[src/rtl/baud_irq_params.svh]
// Constants for the baud clock and interrupt output block
//--------------------------------------------------------------------
//--------------------------------------------------------------------
`ifndef BAUD_IRQ_PARAMS_SVH
`define BAUD_IRQ_PARAMS_SVH

`define REG_DIV_LOW          3'h0
`define REG_DIV_HIGH         3'h1
`define REG_MODEM_CTRL       3'h4
`define REG_IRQ_ENABLE       3'h2
`define REG_STATUS           3'h5
`define MCR_IRQ_EN_BIT       3
`define MCR_IRQ_TYPE_BIT     5
`define MCR_PRESCALE_BIT     7
`define MCR_RESET            8'h00
`define PRESCALE_DIV4        2'h3
`define SAMPLES_PER_BIT      16

`endif

[src/rtl/baud_irq_pkg.sv]
// Types for the baud clock and interrupt output block
package baud_irq_pkg;
    typedef enum logic [1:0]
    {
        MODE_PC     = 2'b00,
        MODE_STROBE = 2'b10,
        MODE_RW     = 2'b11,
        MODE_BAD    = 2'b01
    } bus_mode_t;
endpackage : baud_irq_pkg

[src/rtl/baud_irq_out.sv]
// Baud generator with prescaler and bus-style interrupt output stage
//
// The implementer's own choices: the address map and the plain strobed port.
`timescale 1ns/1ps
`include "baud_irq_params.svh"
module baud_irq_out #(
    parameter int NUM_SOURCES = 4
) (
    // Clock and reset
    input  wire logic                   clk_in,
    input  wire logic                   sys_rst_in,
    // Register port
    input  wire logic [2:0]             reg_addr_in,
    input  wire logic [7:0]             reg_wdata_in,
    input  wire logic                   reg_write_in,
    input  wire logic                   reg_read_in,
    output logic      [7:0]             reg_rdata_out,
    // Strap pins
    input  wire logic                   bus_style_select_in,
    input  wire logic                   pc_decode_select_in,
    input  wire logic                   irq_route_select_in,
    // Internal interrupt sources
    input  wire logic [NUM_SOURCES-1:0] irq_source_in,
    // Interrupt pin, three signals
    output logic                        irq_line_out,
    output logic                        irq_line_oe_n_out,
    output logic                        irq_pending_out,
    // Sixteen-times sample enable
    output logic                        sample_tick_out,
    output logic [1:0]                  bus_mode_out
);
    import baud_irq_pkg::*;

    // Enable and status registers are one byte wide
    if (NUM_SOURCES < 1 || NUM_SOURCES > 8)
    begin : g_bad_sources
        $error("NUM_SOURCES must be 1..8");
    end

    //----------------------------------------------------------------
    // Registers
    //----------------------------------------------------------------
    logic [7:0]             div_low;
    logic [7:0]             div_high;
    logic [7:0]             modem_control_reg;
    logic [NUM_SOURCES-1:0] irq_enable;
    logic [2:0]             straps;
    logic [NUM_SOURCES-1:0] src_sync;

    // Straps and sources come from outside this clock domain
    pin_sync #(.WIDTH(3)) strap_sync (
        .clk_in     (clk_in),
        .sys_rst_in (sys_rst_in),
        .async_in   ({irq_route_select_in, pc_decode_select_in,
                      bus_style_select_in}),
        .sync_out   (straps)
    );

    pin_sync #(.WIDTH(NUM_SOURCES)) src_sync_u (
        .clk_in     (clk_in),
        .sys_rst_in (sys_rst_in),
        .async_in   (irq_source_in),
        .sync_out   (src_sync)
    );

    wire wr_div_low  = reg_write_in && reg_addr_in == `REG_DIV_LOW;
    wire wr_div_high = reg_write_in && reg_addr_in == `REG_DIV_HIGH;
    wire wr_mcr      = reg_write_in && reg_addr_in == `REG_MODEM_CTRL;
    wire wr_ien      = reg_write_in && reg_addr_in == `REG_IRQ_ENABLE;
    wire div_write   = wr_div_low || wr_div_high;

    // Divisor bytes keep no reset: software must program them first
    always_ff @(posedge clk_in)
    begin
        if (wr_div_low)
            div_low <= reg_wdata_in;
        if (wr_div_high)
            div_high <= reg_wdata_in;
    end

    always_ff @(posedge clk_in or posedge sys_rst_in)
    begin
        if (sys_rst_in)
        begin
            modem_control_reg <= `MCR_RESET;
            irq_enable        <= '0;
        end
        else
        begin
            if (wr_mcr)
                modem_control_reg <= reg_wdata_in;
            if (wr_ien)
                irq_enable <= reg_wdata_in[NUM_SOURCES-1:0];
        end
    end

    //----------------------------------------------------------------
    // Read path
    //----------------------------------------------------------------
    bus_mode_t mode;
    logic      pending;
    wire [7:0] ien_wide  = 8'(irq_enable);
    wire [7:0] stat_word = {5'h00, pending, bus_mode_out};
    wire [7:0] next_rdata =
        (reg_addr_in == `REG_DIV_LOW)    ? div_low :
        (reg_addr_in == `REG_DIV_HIGH)   ? div_high :
        (reg_addr_in == `REG_MODEM_CTRL) ? modem_control_reg :
        (reg_addr_in == `REG_IRQ_ENABLE) ? ien_wide :
        (reg_addr_in == `REG_STATUS)     ? stat_word : 8'h00;

    always_ff @(posedge clk_in or posedge sys_rst_in)
    begin
        if (sys_rst_in)
            reg_rdata_out <= 8'h00;
        else if (reg_read_in)
            reg_rdata_out <= next_rdata;
        else
            reg_rdata_out <= 8'h00;
    end

    //----------------------------------------------------------------
    // Prescaler and baud generator
    //----------------------------------------------------------------
    // clk_in stands for the oscillator input clock
    logic [1:0]  pre_cnt;
    logic [15:0] baud_cnt;
    wire  [15:0] divisor   = {div_high, div_low};
    wire         pre_div4  = modem_control_reg[`MCR_PRESCALE_BIT];
    wire         pre_tick  = !pre_div4 || pre_cnt == `PRESCALE_DIV4;
    // Divisor zero is outside range; treated as one to keep ticking
    wire         baud_wrap = baud_cnt <= 16'h0001;
    // No tick in a divisor write cycle, so a restart never doubles one
    wire         next_tick = pre_tick && baud_wrap && !div_write;

    always_ff @(posedge clk_in or posedge sys_rst_in)
    begin
        if (sys_rst_in)
            pre_cnt <= 2'h0;
        else if (!pre_div4)
            pre_cnt <= 2'h0;
        else
            pre_cnt <= pre_cnt + 2'h1;
    end

    always_ff @(posedge clk_in or posedge sys_rst_in)
    begin
        if (sys_rst_in)
            baud_cnt <= 16'h0001;
        else if (div_write)
            baud_cnt <= 16'h0001;
        else if (pre_tick)
            baud_cnt <= baud_wrap ? divisor : baud_cnt - 16'h0001;
    end

    // Single enable feeds both transmitter and receiver
    always_ff @(posedge clk_in or posedge sys_rst_in)
    begin
        if (sys_rst_in)
            sample_tick_out <= 1'b0;
        else
            sample_tick_out <= next_tick;
    end

    //----------------------------------------------------------------
    // Interrupt output stage
    //----------------------------------------------------------------
    assign mode    = bus_mode_t'({straps[1], straps[0]});
    assign pending = |(src_sync & irq_enable);
    wire route    = straps[2];
    wire irq_type = modem_control_reg[`MCR_IRQ_TYPE_BIT];
    wire irq_en   = modem_control_reg[`MCR_IRQ_EN_BIT];

    logic next_line;
    logic next_oe_n;

    always_comb
    begin
        next_line = 1'b0;
        next_oe_n = 1'b1;
        case (mode)
            MODE_STROBE:
            begin
                next_line = pending;
                next_oe_n = irq_type && !pending;
            end
            MODE_RW:
            begin
                next_line = 1'b0;
                next_oe_n = irq_type || !pending;
            end
            MODE_PC:
            begin
                next_line = pending;
                if (!route || !irq_en)
                    next_oe_n = 1'b1;
                else
                    next_oe_n = irq_type && !pending;
            end
            default:
            begin
                next_line = 1'b0;
                next_oe_n = 1'b1;
            end
        endcase
    end

    always_ff @(posedge clk_in or posedge sys_rst_in)
    begin
        if (sys_rst_in)
        begin
            irq_line_out      <= 1'b0;
            irq_line_oe_n_out <= 1'b1;
            irq_pending_out   <= 1'b0;
            bus_mode_out      <= 2'b00;
        end
        else
        begin
            irq_line_out      <= next_line;
            irq_line_oe_n_out <= next_oe_n;
            irq_pending_out   <= pending;
            bus_mode_out      <= mode;
        end
    end

    //----------------------------------------------------------------
    // Tick spacing monitor
    //----------------------------------------------------------------
    // Any control write voids the count: the next gap is partial
    logic [17:0] gap_cnt;
    logic        gap_valid;
    wire         ctl_write = div_write || wr_mcr;
    wire  [17:0] want_gap  = pre_div4 ? {divisor, 2'b00} : {2'b00, divisor};

    always_ff @(posedge clk_in or posedge sys_rst_in)
    begin
        if (sys_rst_in)
        begin
            gap_cnt   <= 18'h00000;
            gap_valid <= 1'b0;
        end
        else if (ctl_write)
        begin
            gap_cnt   <= 18'h00000;
            gap_valid <= 1'b0;
        end
        else if (sample_tick_out)
        begin
            gap_cnt   <= 18'h00001;
            gap_valid <= 1'b1;
        end
        else
        begin
            gap_cnt <= gap_cnt + 18'h00001;
        end
    end
endmodule : baud_irq_out

[src/rtl/pin_sync.sv]
// Two flip-flop synchroniser for strap and status pins
`timescale 1ns/1ps
module pin_sync #(
    parameter int WIDTH = 1
) (
    // Clock and reset
    input  wire logic             clk_in,
    input  wire logic             sys_rst_in,
    // Data
    input  wire logic [WIDTH-1:0] async_in,
    output logic      [WIDTH-1:0] sync_out
);
    logic [WIDTH-1:0] stage_one;

    always_ff @(posedge clk_in or posedge sys_rst_in)
    begin
        if (sys_rst_in)
        begin
            stage_one <= '0;
            sync_out  <= '0;
        end
        else
        begin
            stage_one <= async_in;
            sync_out  <= stage_one;
        end
    end
endmodule : pin_sync

[config.mk]
export PLATFORM = sky130hd
export DESIGN_NAME = baud_irq_out
export DESIGN_NICKNAME = d
export VERILOG_FILES = /design/src/rtl/baud_irq_pkg.sv /design/src/rtl/baud_irq_out.sv /design/src/rtl/pin_sync.sv
export VERILOG_INCLUDE_DIRS = /design/src /design/src/rtl
export SDC_FILE = /design/constraint.sdc
export NUM_CORES = 1
export LEC_CHECK = 0
export ABC_AREA = 1
export BUFFER_PORTS_ARGS = -buffer_cell sky130_fd_sc_hd__buf_4
export CAP_MARGIN = 20
export CELL_PAD_IN_SITES_DETAIL_PLACEMENT = 1
export CELL_PAD_IN_SITES_GLOBAL_PLACEMENT = 1
export CORE_ASPECT_RATIO = 0.6
export CORE_UTILIZATION = 48
export CTS_CLUSTER_SIZE = 10
export DETAILED_ROUTE_END_ITERATION = 16
export GPL_ROUTABILITY_DRIVEN = 0
export HOLD_SLACK_MARGIN = 0.15
export PLACE_DENSITY = 0.95
export SKIP_CTS_REPAIR_TIMING = 1
export SLEW_MARGIN = 20
export SYNTH_ARGS = -nofsm -noshare
export SYNTH_HDL_FRONTEND = slang
export SYNTH_SLANG_ARGS = --single-unit
[constraint.sdc]
create_clock -name clk_in -period 3.35 [get_ports clk_in]
set_clock_uncertainty 0.05 [all_clocks]
set_input_delay 0.5025 -clock clk_in [delete_from_list [all_inputs] [get_ports clk_in]]
set_output_delay 0.5025 -clock clk_in [all_outputs]
set_load 0.005 [all_outputs]
==> results of run 1 <==
power by group:
part	switching [uW]	internal [uW]	total [uW]
combinational	786	383	1170
sequential	163	1070	1240
clock	356	588	944
total	1300	2050	3350
logic make-up (layout without fill, tap and decap cells):
| kind of cell | Yosys count | count (layout) | share of synthesized area, % |
|---|---|---|---|
| compound gates | 40 | 40 | 6.514 |
| simple gates | 206 | 206 | 29.81 |
| fa+ha+maj | 3 | 3 | 1.074 |
| buf+inv | 51 | 100 | 6.263 |
| flops | 74 | 74 | 55.33 |
| xor+xnor | 4 | 4 | 1.002 |
cell usage in the layout (no fill, tap or decap), types with 9 or more instances in the layout:
cell type	count
nand2_1	109
dfrtp_1	56
inv_1	38
buf_4	36
nor2_1	30
nand3_1	22
edfxtp_1	16
o21ai_0	13
nand2_2	12
a21oi_1	10
clkbuf_16	10
inv_2	9
cells in the mapped netlist:
cell type,n,share of area [%]
nand3_1,22,3.1
a21oi_2,1,0.25
buf_12,1,0.57
nand3_2,7,2.0
a31oi_1,1,0.18
o21ai_0,13,1.9
nand4_2,1,0.36
buf_2,1,0.14
inv_2,8,0.86
o221ai_1,1,0.25
nor2_8,1,0.57
a21oi_1,10,1.4
nand3_4,1,0.50
edfxtp_1,16,14
o21ai_1,7,1.0
xor2_1,3,0.75
o22ai_1,1,0.18
dfstp_2,2,1.5
buf_6,1,0.32
nor3_1,2,0.29
dfrtp_1,56,40
o211ai_1,3,0.64
a41oi_1,2,0.50
nor2_1,30,3.2
nand2_2,12,2.1
nand2_4,5,1.6
xnor2_1,1,0.25
a21boi_0,1,0.21
nor3_2,1,0.29
inv_1,39,4.2
nand2_1,109,12
inv_4,1,0.18
nor2_4,5,1.6
nand3b_1,2,0.43
nand3b_2,1,0.32
ha_1,3,1.1
nor2_2,2,0.36
nand4_1,3,0.54
nor3_4,1,0.47
and3b_1,1,0.25
metal layers:
layer | vias to the layer above | global-route usage, % | routed length, um
li1 | 1310 | - | -
met1 | 1449 | 38.58 | 4514
met2 | 109 | 51.16 | 4768
met3 | 17 | 8.149 | 685
met4 | 0 | 10.00 | 193
met5 | - | 0 | 0
layout make-up:
cell class | instances | area [um2] | share of cell area [%]
clock inverter | 1 | 7.507 | 0.1815
clock buffer | 15 | 289.0 | 6.989
sequential | 74 | 1934 | 46.78
inverter | 48 | 182.7 | 4.418
multi-input combinational | 253 | 1343 | 32.47
timing repair buffer | 36 | 270.3 | 6.536
tap | 87 | 108.9 | 2.632
worst paths after layout:
check	startpoint	to	slack, ns	depth (start not counted)
hold / removal	sys_rst_in	src_sync_u.sync_out[2]	0.18	2
hold reg to reg	strap_sync.stage_one[0]	strap_sync.sync_out[0]	0.30	0
setup / recovery	baud_cnt[0]	baud_cnt[2]	1.30	9
min in group clk_in	irq_source_in[3]	src_sync_u.stage_one[3]	0.22	1
max in group asynchronous	sys_rst_in	irq_line_oe_n_out	2.20	3
setup reg to reg	baud_cnt[0]	baud_cnt[2]	1.30	9
stage by stage:
step / power [uW] / instance area [um2] / setup slack, ns / util (%) / hold slack [ns]
floorplan: 2038 / 3496 / 1.373 / - / 0.2812
global placement: 2280 / 3839 / 1.416 / 56.05 / 0.2824
detailed placement: 2365 / 3839 / 1.359 / 56.05 / 0.2879
CTS: 3354 / 4135 / 1.300 / 60.38 / 0.2011
global route: 3540 / 4135 / 1.134 / 60.38 / 0.2099
finish: 3350 / 4135 / 1.299 / 60.38 / 0.1798
==> results_tabular.tex, run 1 <==
\begin{tabular}{lr}
\hline
Metric & Value \\
\hline
\multicolumn{2}{l}{\textbf{Status}} \\
Status & finished with violations \\
Violated checks & design-rule violations \\
\multicolumn{2}{l}{\textbf{Cells and area}} \\
Post-layout instance count excluding filler cells & 514 \\
Biggest register & baud\_cnt \\
Post-synthesis to final-layout area growth & 18.29\% \\
Final antenna diode count & 0 \\
Fill count & 783 \\
Layout cell share with drive strength beyond 1 & 23.19\% \\
Flip-flop count of the largest register, all copies and words added & 16 \\
Layout net count & 447 \\
\multicolumn{2}{l}{\textbf{Synthesis}} \\
Number of distinct standard cells referenced by the synthesized netlist & 40 \\
Mean Syn Cell Area & 9.248 um2 \\
Mapped Area & 3496 um2 \\
Synthesized netlist cell count & 378 \\
Synth warnings & 0 \\
Net count of the mapped netlist & 403 \\
Register bit total from synthesis & 74 \\
Sequential share of the synthesized area & 55.33\% \\
\multicolumn{2}{l}{\textbf{Placed design}} \\
Number of port buffers & 35 \\
Final HPWL DP & 7.505 mm \\
Number of cells after detailed placement & 498 \\
\multicolumn{2}{l}{\textbf{Hold path}} \\
Hold Path Class & in -> async \\
\multicolumn{2}{l}{\textbf{Drt}} \\
Total wire length after detailed routing & 10.16 mm \\
Antenna violation net count after detailed routing & 0 \\
Routed via count & 2885 \\
Routed wire per std cell & 19.77 um \\
Number of DRC markers after the initial detailed-route iteration & 174 \\
Iteration count of the initial detailed-routing pass & 11 \\
Remaining DRCs & 3 \\
Detailed-route vias per instance & 5.613 \\
\multicolumn{2}{l}{\textbf{Setup path}} \\
Kind of end point of the critical path & flop \\
Arrival time worst endpoint & 2.27 ns \\
CP peak stage delay & 0.57 ns \\
WP data required & 3.57 ns \\
Worst Setup Path Type & reg -> reg \\
Most frequent cell on the critical path & nand2\_4 \\
Number of buffer and inverter stages on the critical path & 2 \\
Kind of cell adding the most delay to the critical path & flip-flops \\
Maximum fanout encountered on the critical timing path & 7 \\
Crit-path cells & inv\_1 > ha\_1 > nand2\_4 > inv\_4 > nand2\_4 > nand2\_4 > a21oi\_2 > nand2\_1 > nand3\_2 \\
Cell at the slowest stage of the critical path & dfstp\_2 \\
Kind of start point of the critical path & flop \\
\multicolumn{2}{l}{\textbf{Timing}} \\
Min Clock Period, post-route & 2.051 ns \\
Final Setup Violations & 0 \\
Final worst path period share & 61.22\% \\
Top achievable clock speed & 487.6 MHz \\
Max\_slew headroom & 49.47\% \\
Hold violation count in the final report & 0 \\
Final slew viol count & 0 \\
Total negative slack for setup checks & 0 ns \\
Slew of the pin with the lowest slew margin & 0.7555 ns \\
Unrepaired setup endpoints after global routing & false \\
\multicolumn{2}{l}{\textbf{GRT}} \\
Wire length of the first global-routing pass & 16.49 mm \\
Via count of the first global-routing pass & 3126 \\
Global route total overflow & 0 \\
Global routing usage summed across all routing layers & 30.23\% \\
Initial antenna violation count & 0 \\
Pin count of the biggest net entering global routing & 33 \\
\multicolumn{2}{l}{\textbf{Clock tree}} \\
Clk buf depth & 2 \\
Clk root buf & clkbuf\_16 \\
CTS tree & done \\
Worst skew pair latency & 0.34 ns \\
CTS clock-pin slew for the worst setup and hold paths & 0.06 ns \\
H-tree levels & 3 \\
Sink Count & 74 \\
Clock buffer count from CTS & 9 \\
\multicolumn{2}{l}{\textbf{Pwr}} \\
Maximum vdd drop & 0.5378 mV \\
Pwr dens & 810.1 nW/um2 \\
Leakage & 0.002104 uW \\
\multicolumn{2}{l}{\textbf{Job}} \\
Max\_cap viols & 0 \\
\multicolumn{2}{l}{\textbf{Die}} \\
Die area & 7640 um2 \\
Io pins & 36 \\
Die height & 68.11 um \\
Chip width & 112.2 um \\
Starting Density & 51.04\% \\
Number of placement rows & 23 \\
Core region area & 6849 um2 \\
\hline
\end{tabular}
Power figures use the tool's default switching activity.
==> run 2: changes to the inputs <==
CORE_UTILIZATION = 41   (was 48)
PLACE_DENSITY = 0.87   (was 0.95)
clock period = 1.7 ns   (was 3.35 ns; I/O delays follow)
==> run 2 against run 1 <==
  * The flow finishes with violations (negative setup slack)
  * Cell count increased by 11%
  * Critical path depth increased by 1
  * Sequential share of layout area decreased by 5.6 points
  * Clock-buffer cell count decreased by 4
  * Global-route usage decreased by 3.4 points
  * Flip-flop and latch count unchanged
  * Register-to-register slack got worse by 1.4 ns
  * Critical path type unchanged
  * Critical endpoint is now baud_cnt[4]
==> results_tabular.tex, run 2 (synthesis results as in run 1) <==
\begin{tabular}{lr}
\hline
Metric & Value \\
\hline
\multicolumn{2}{l}{\textbf{Setup path}} \\
Kind of end point of the critical path & flop \\
Setup crit start & baud\_cnt[0] \\
Cell at the slowest stage of the critical path & dfstp\_2 \\
Arrival time worst endpoint & 1.98 ns \\
Number of buffer and inverter stages on the critical path & 3 \\
RR Startpoint & baud\_cnt[0] \\
Kind of cell adding the most delay to the critical path & flip-flops \\
WP data required & 1.93 ns \\
Crit-path cells & inv\_4 > ha\_4 > nand2\_4 > inv\_4 > nand2\_4 > nand2\_8 > a21oi\_4 > buf\_12 > nand2\_2 > nand3\_2 \\
Maximum fanout encountered on the critical timing path & 7 \\
Kind of start point of the critical path & flop \\
CP peak stage delay & 0.61 ns \\
Worst Setup Path Type & reg -> reg \\
\multicolumn{2}{l}{\textbf{Status}} \\
Status & finished with violations \\
Violated checks & negative setup slack \\
\multicolumn{2}{l}{\textbf{Cells and area}} \\
Final design instance area without fill & 4708 um2 \\
Layout cell share with drive strength beyond 1 & 33.19\% \\
Most frequent standard cell in the layout excluding fill and tap cells & nand2\_1 \\
Biggest register & baud\_cnt \\
Layout net count & 484 \\
Most used cells in the layout excluding fill and tap cells & 97 x nand2\_1, 53 x dfrtp\_1, 52 x buf\_4 \\
Flip-flop count of the largest register, all copies and words added & 16 \\
Final antenna diode count & 0 \\
Post-synthesis to final-layout area growth & 34.68\% \\
\multicolumn{2}{l}{\textbf{GRT}} \\
Initial antenna violation count & 0 \\
Met1 Usage GRT & 36.62\% \\
Pin count of the biggest net entering global routing & 59 \\
Routing layer with the top usage in global route & met2 \\
Global route total overflow & 0 \\
GRT met3 Usage & 6.289\% \\
Via count of the first global-routing pass & 3199 \\
Wire length of the first global-routing pass & 17.18 mm \\
Met2 usage & 43.81\% \\
Global routing usage summed across all routing layers & 26.86\% \\
\multicolumn{2}{l}{\textbf{Hold path}} \\
Worst Hold Launch & reg\_read\_in \\
Hold Path Class & in -> reg \\
\multicolumn{2}{l}{\textbf{Timing}} \\
Final setup margin & -0.05374 ns \\
Final Setup Violations & 10 \\
Hold violation count in the final report & 0 \\
Final worst path period share & 103.2\% \\
Top achievable clock speed & 570.2 MHz \\
Min Clock Period, post-route & 1.754 ns \\
Max\_slew headroom & 71.56\% \\
Unrepaired setup endpoints after global routing & true \\
Slew of the pin with the lowest slew margin & 0.4261 ns \\
Final slew viol count & 0 \\
\multicolumn{2}{l}{\textbf{Drt}} \\
Remaining DRCs & 0 \\
Antenna violation net count after detailed routing & 0 \\
Total wire length after detailed routing & 11.95 mm \\
Routed wire per std cell & 20.90 um \\
Detailed-route vias per instance & 5.538 \\
Routed via count & 3168 \\
Iteration count of the initial detailed-routing pass & 5 \\
Number of DRC markers after the initial detailed-route iteration & 200 \\
\multicolumn{2}{l}{\textbf{Clock tree}} \\
Clk root buf & clkbuf\_16 \\
Sink Count & 74 \\
Clock buffer count from CTS & 9 \\
Clk buf depth & 2 \\
CTS clock-pin slew for the worst setup and hold paths & 0.06 ns \\
CTS tree & done \\
Worst skew pair latency & 0.34 ns \\
H-tree levels & 3 \\
\multicolumn{2}{l}{\textbf{Pwr}} \\
Maximum vdd drop & 0.8181 mV \\
Leakage & 0.002359 uW \\
Pwr dens & 1662 nW/um2 \\
Total design power & 7827 uW \\
\multicolumn{2}{l}{\textbf{Placed design}} \\
Number of port buffers & 35 \\
Cell area after placement & 3966 um2 \\
Post-place setup slack & -0.03096 ns \\
Final HPWL DP & 7.497 mm \\
\multicolumn{2}{l}{\textbf{Die}} \\
Die height & 73.53 um \\
Number of placement rows & 25 \\
Die area & 8912 um2 \\
Chip width & 121.2 um \\
Core region area & 8070 um2 \\
Io pins & 36 \\
Starting Density & 43.32\% \\
\multicolumn{2}{l}{\textbf{Job}} \\
Max\_cap viols & 0 \\
\hline
\end{tabular}
## run 2: worst paths after layout
check                                         end  slack (ns)  cells after the start
hold / removal                   reg_rdata_out[6]        0.19                      3
setup / recovery                      baud_cnt[4]       -0.05                     10
setup reg to reg                      baud_cnt[4]       -0.05                     10
min in group asynchronous            baud_cnt[13]        0.52                      4
max in group asynchronous       irq_line_oe_n_out        0.78                      4
hold reg to reg            src_sync_u.sync_out[0]        0.30                      0
## run 2: layer usage
layer | routed length (um) | share of wire [%]
met1 | 5177 | 43
met2 | 5497 | 46
met3 | 939 | 7.9
met4 | 338 | 2.8
met5 | 0 | 0
## run 2: metrics by stage
stage                     setup TNS [ns]  instances  utilization [%]  hold WS (ns)
after floorplan                        0        378                -        0.2364
after global placement                 0        530            49.15        0.2839
after detailed placement         -0.1451        530            49.15        0.2858
after CTS                        -0.6411        546            53.13      -0.03248
after global routing             -0.7388        572            58.34        0.1866
final                            -0.2603        572            58.34        0.1863
## run 2: power by group
part / switching, uW / leakage [uW] / internal [uW]
clock: 740 / 0.000159 / 1320
combinational: 2060 / 0.00134 / 1250
sequential: 332 / 0.000861 / 2120
total: 3130 / 0.00236 / 4700
## run 2: layout make-up
| class | count | area [um2] |
|---|---|---|
| inverter | 48 | 188.9 |
| tap | 108 | 135.1 |
| fill | 889 | 3362 |
| clock inverter | 5 | 78.83 |
| timing repair buffer | 71 | 610.6 |
| sequential | 74 | 1938 |
| clock buffer | 11 | 242.7 |
| multi-input combinational | 255 | 1514 |
## run 2: worst min-delay path: cells and delay by family
kind          cells  cell delay [ns]
buf+inv           2             0.20
simple gates      1             0.07
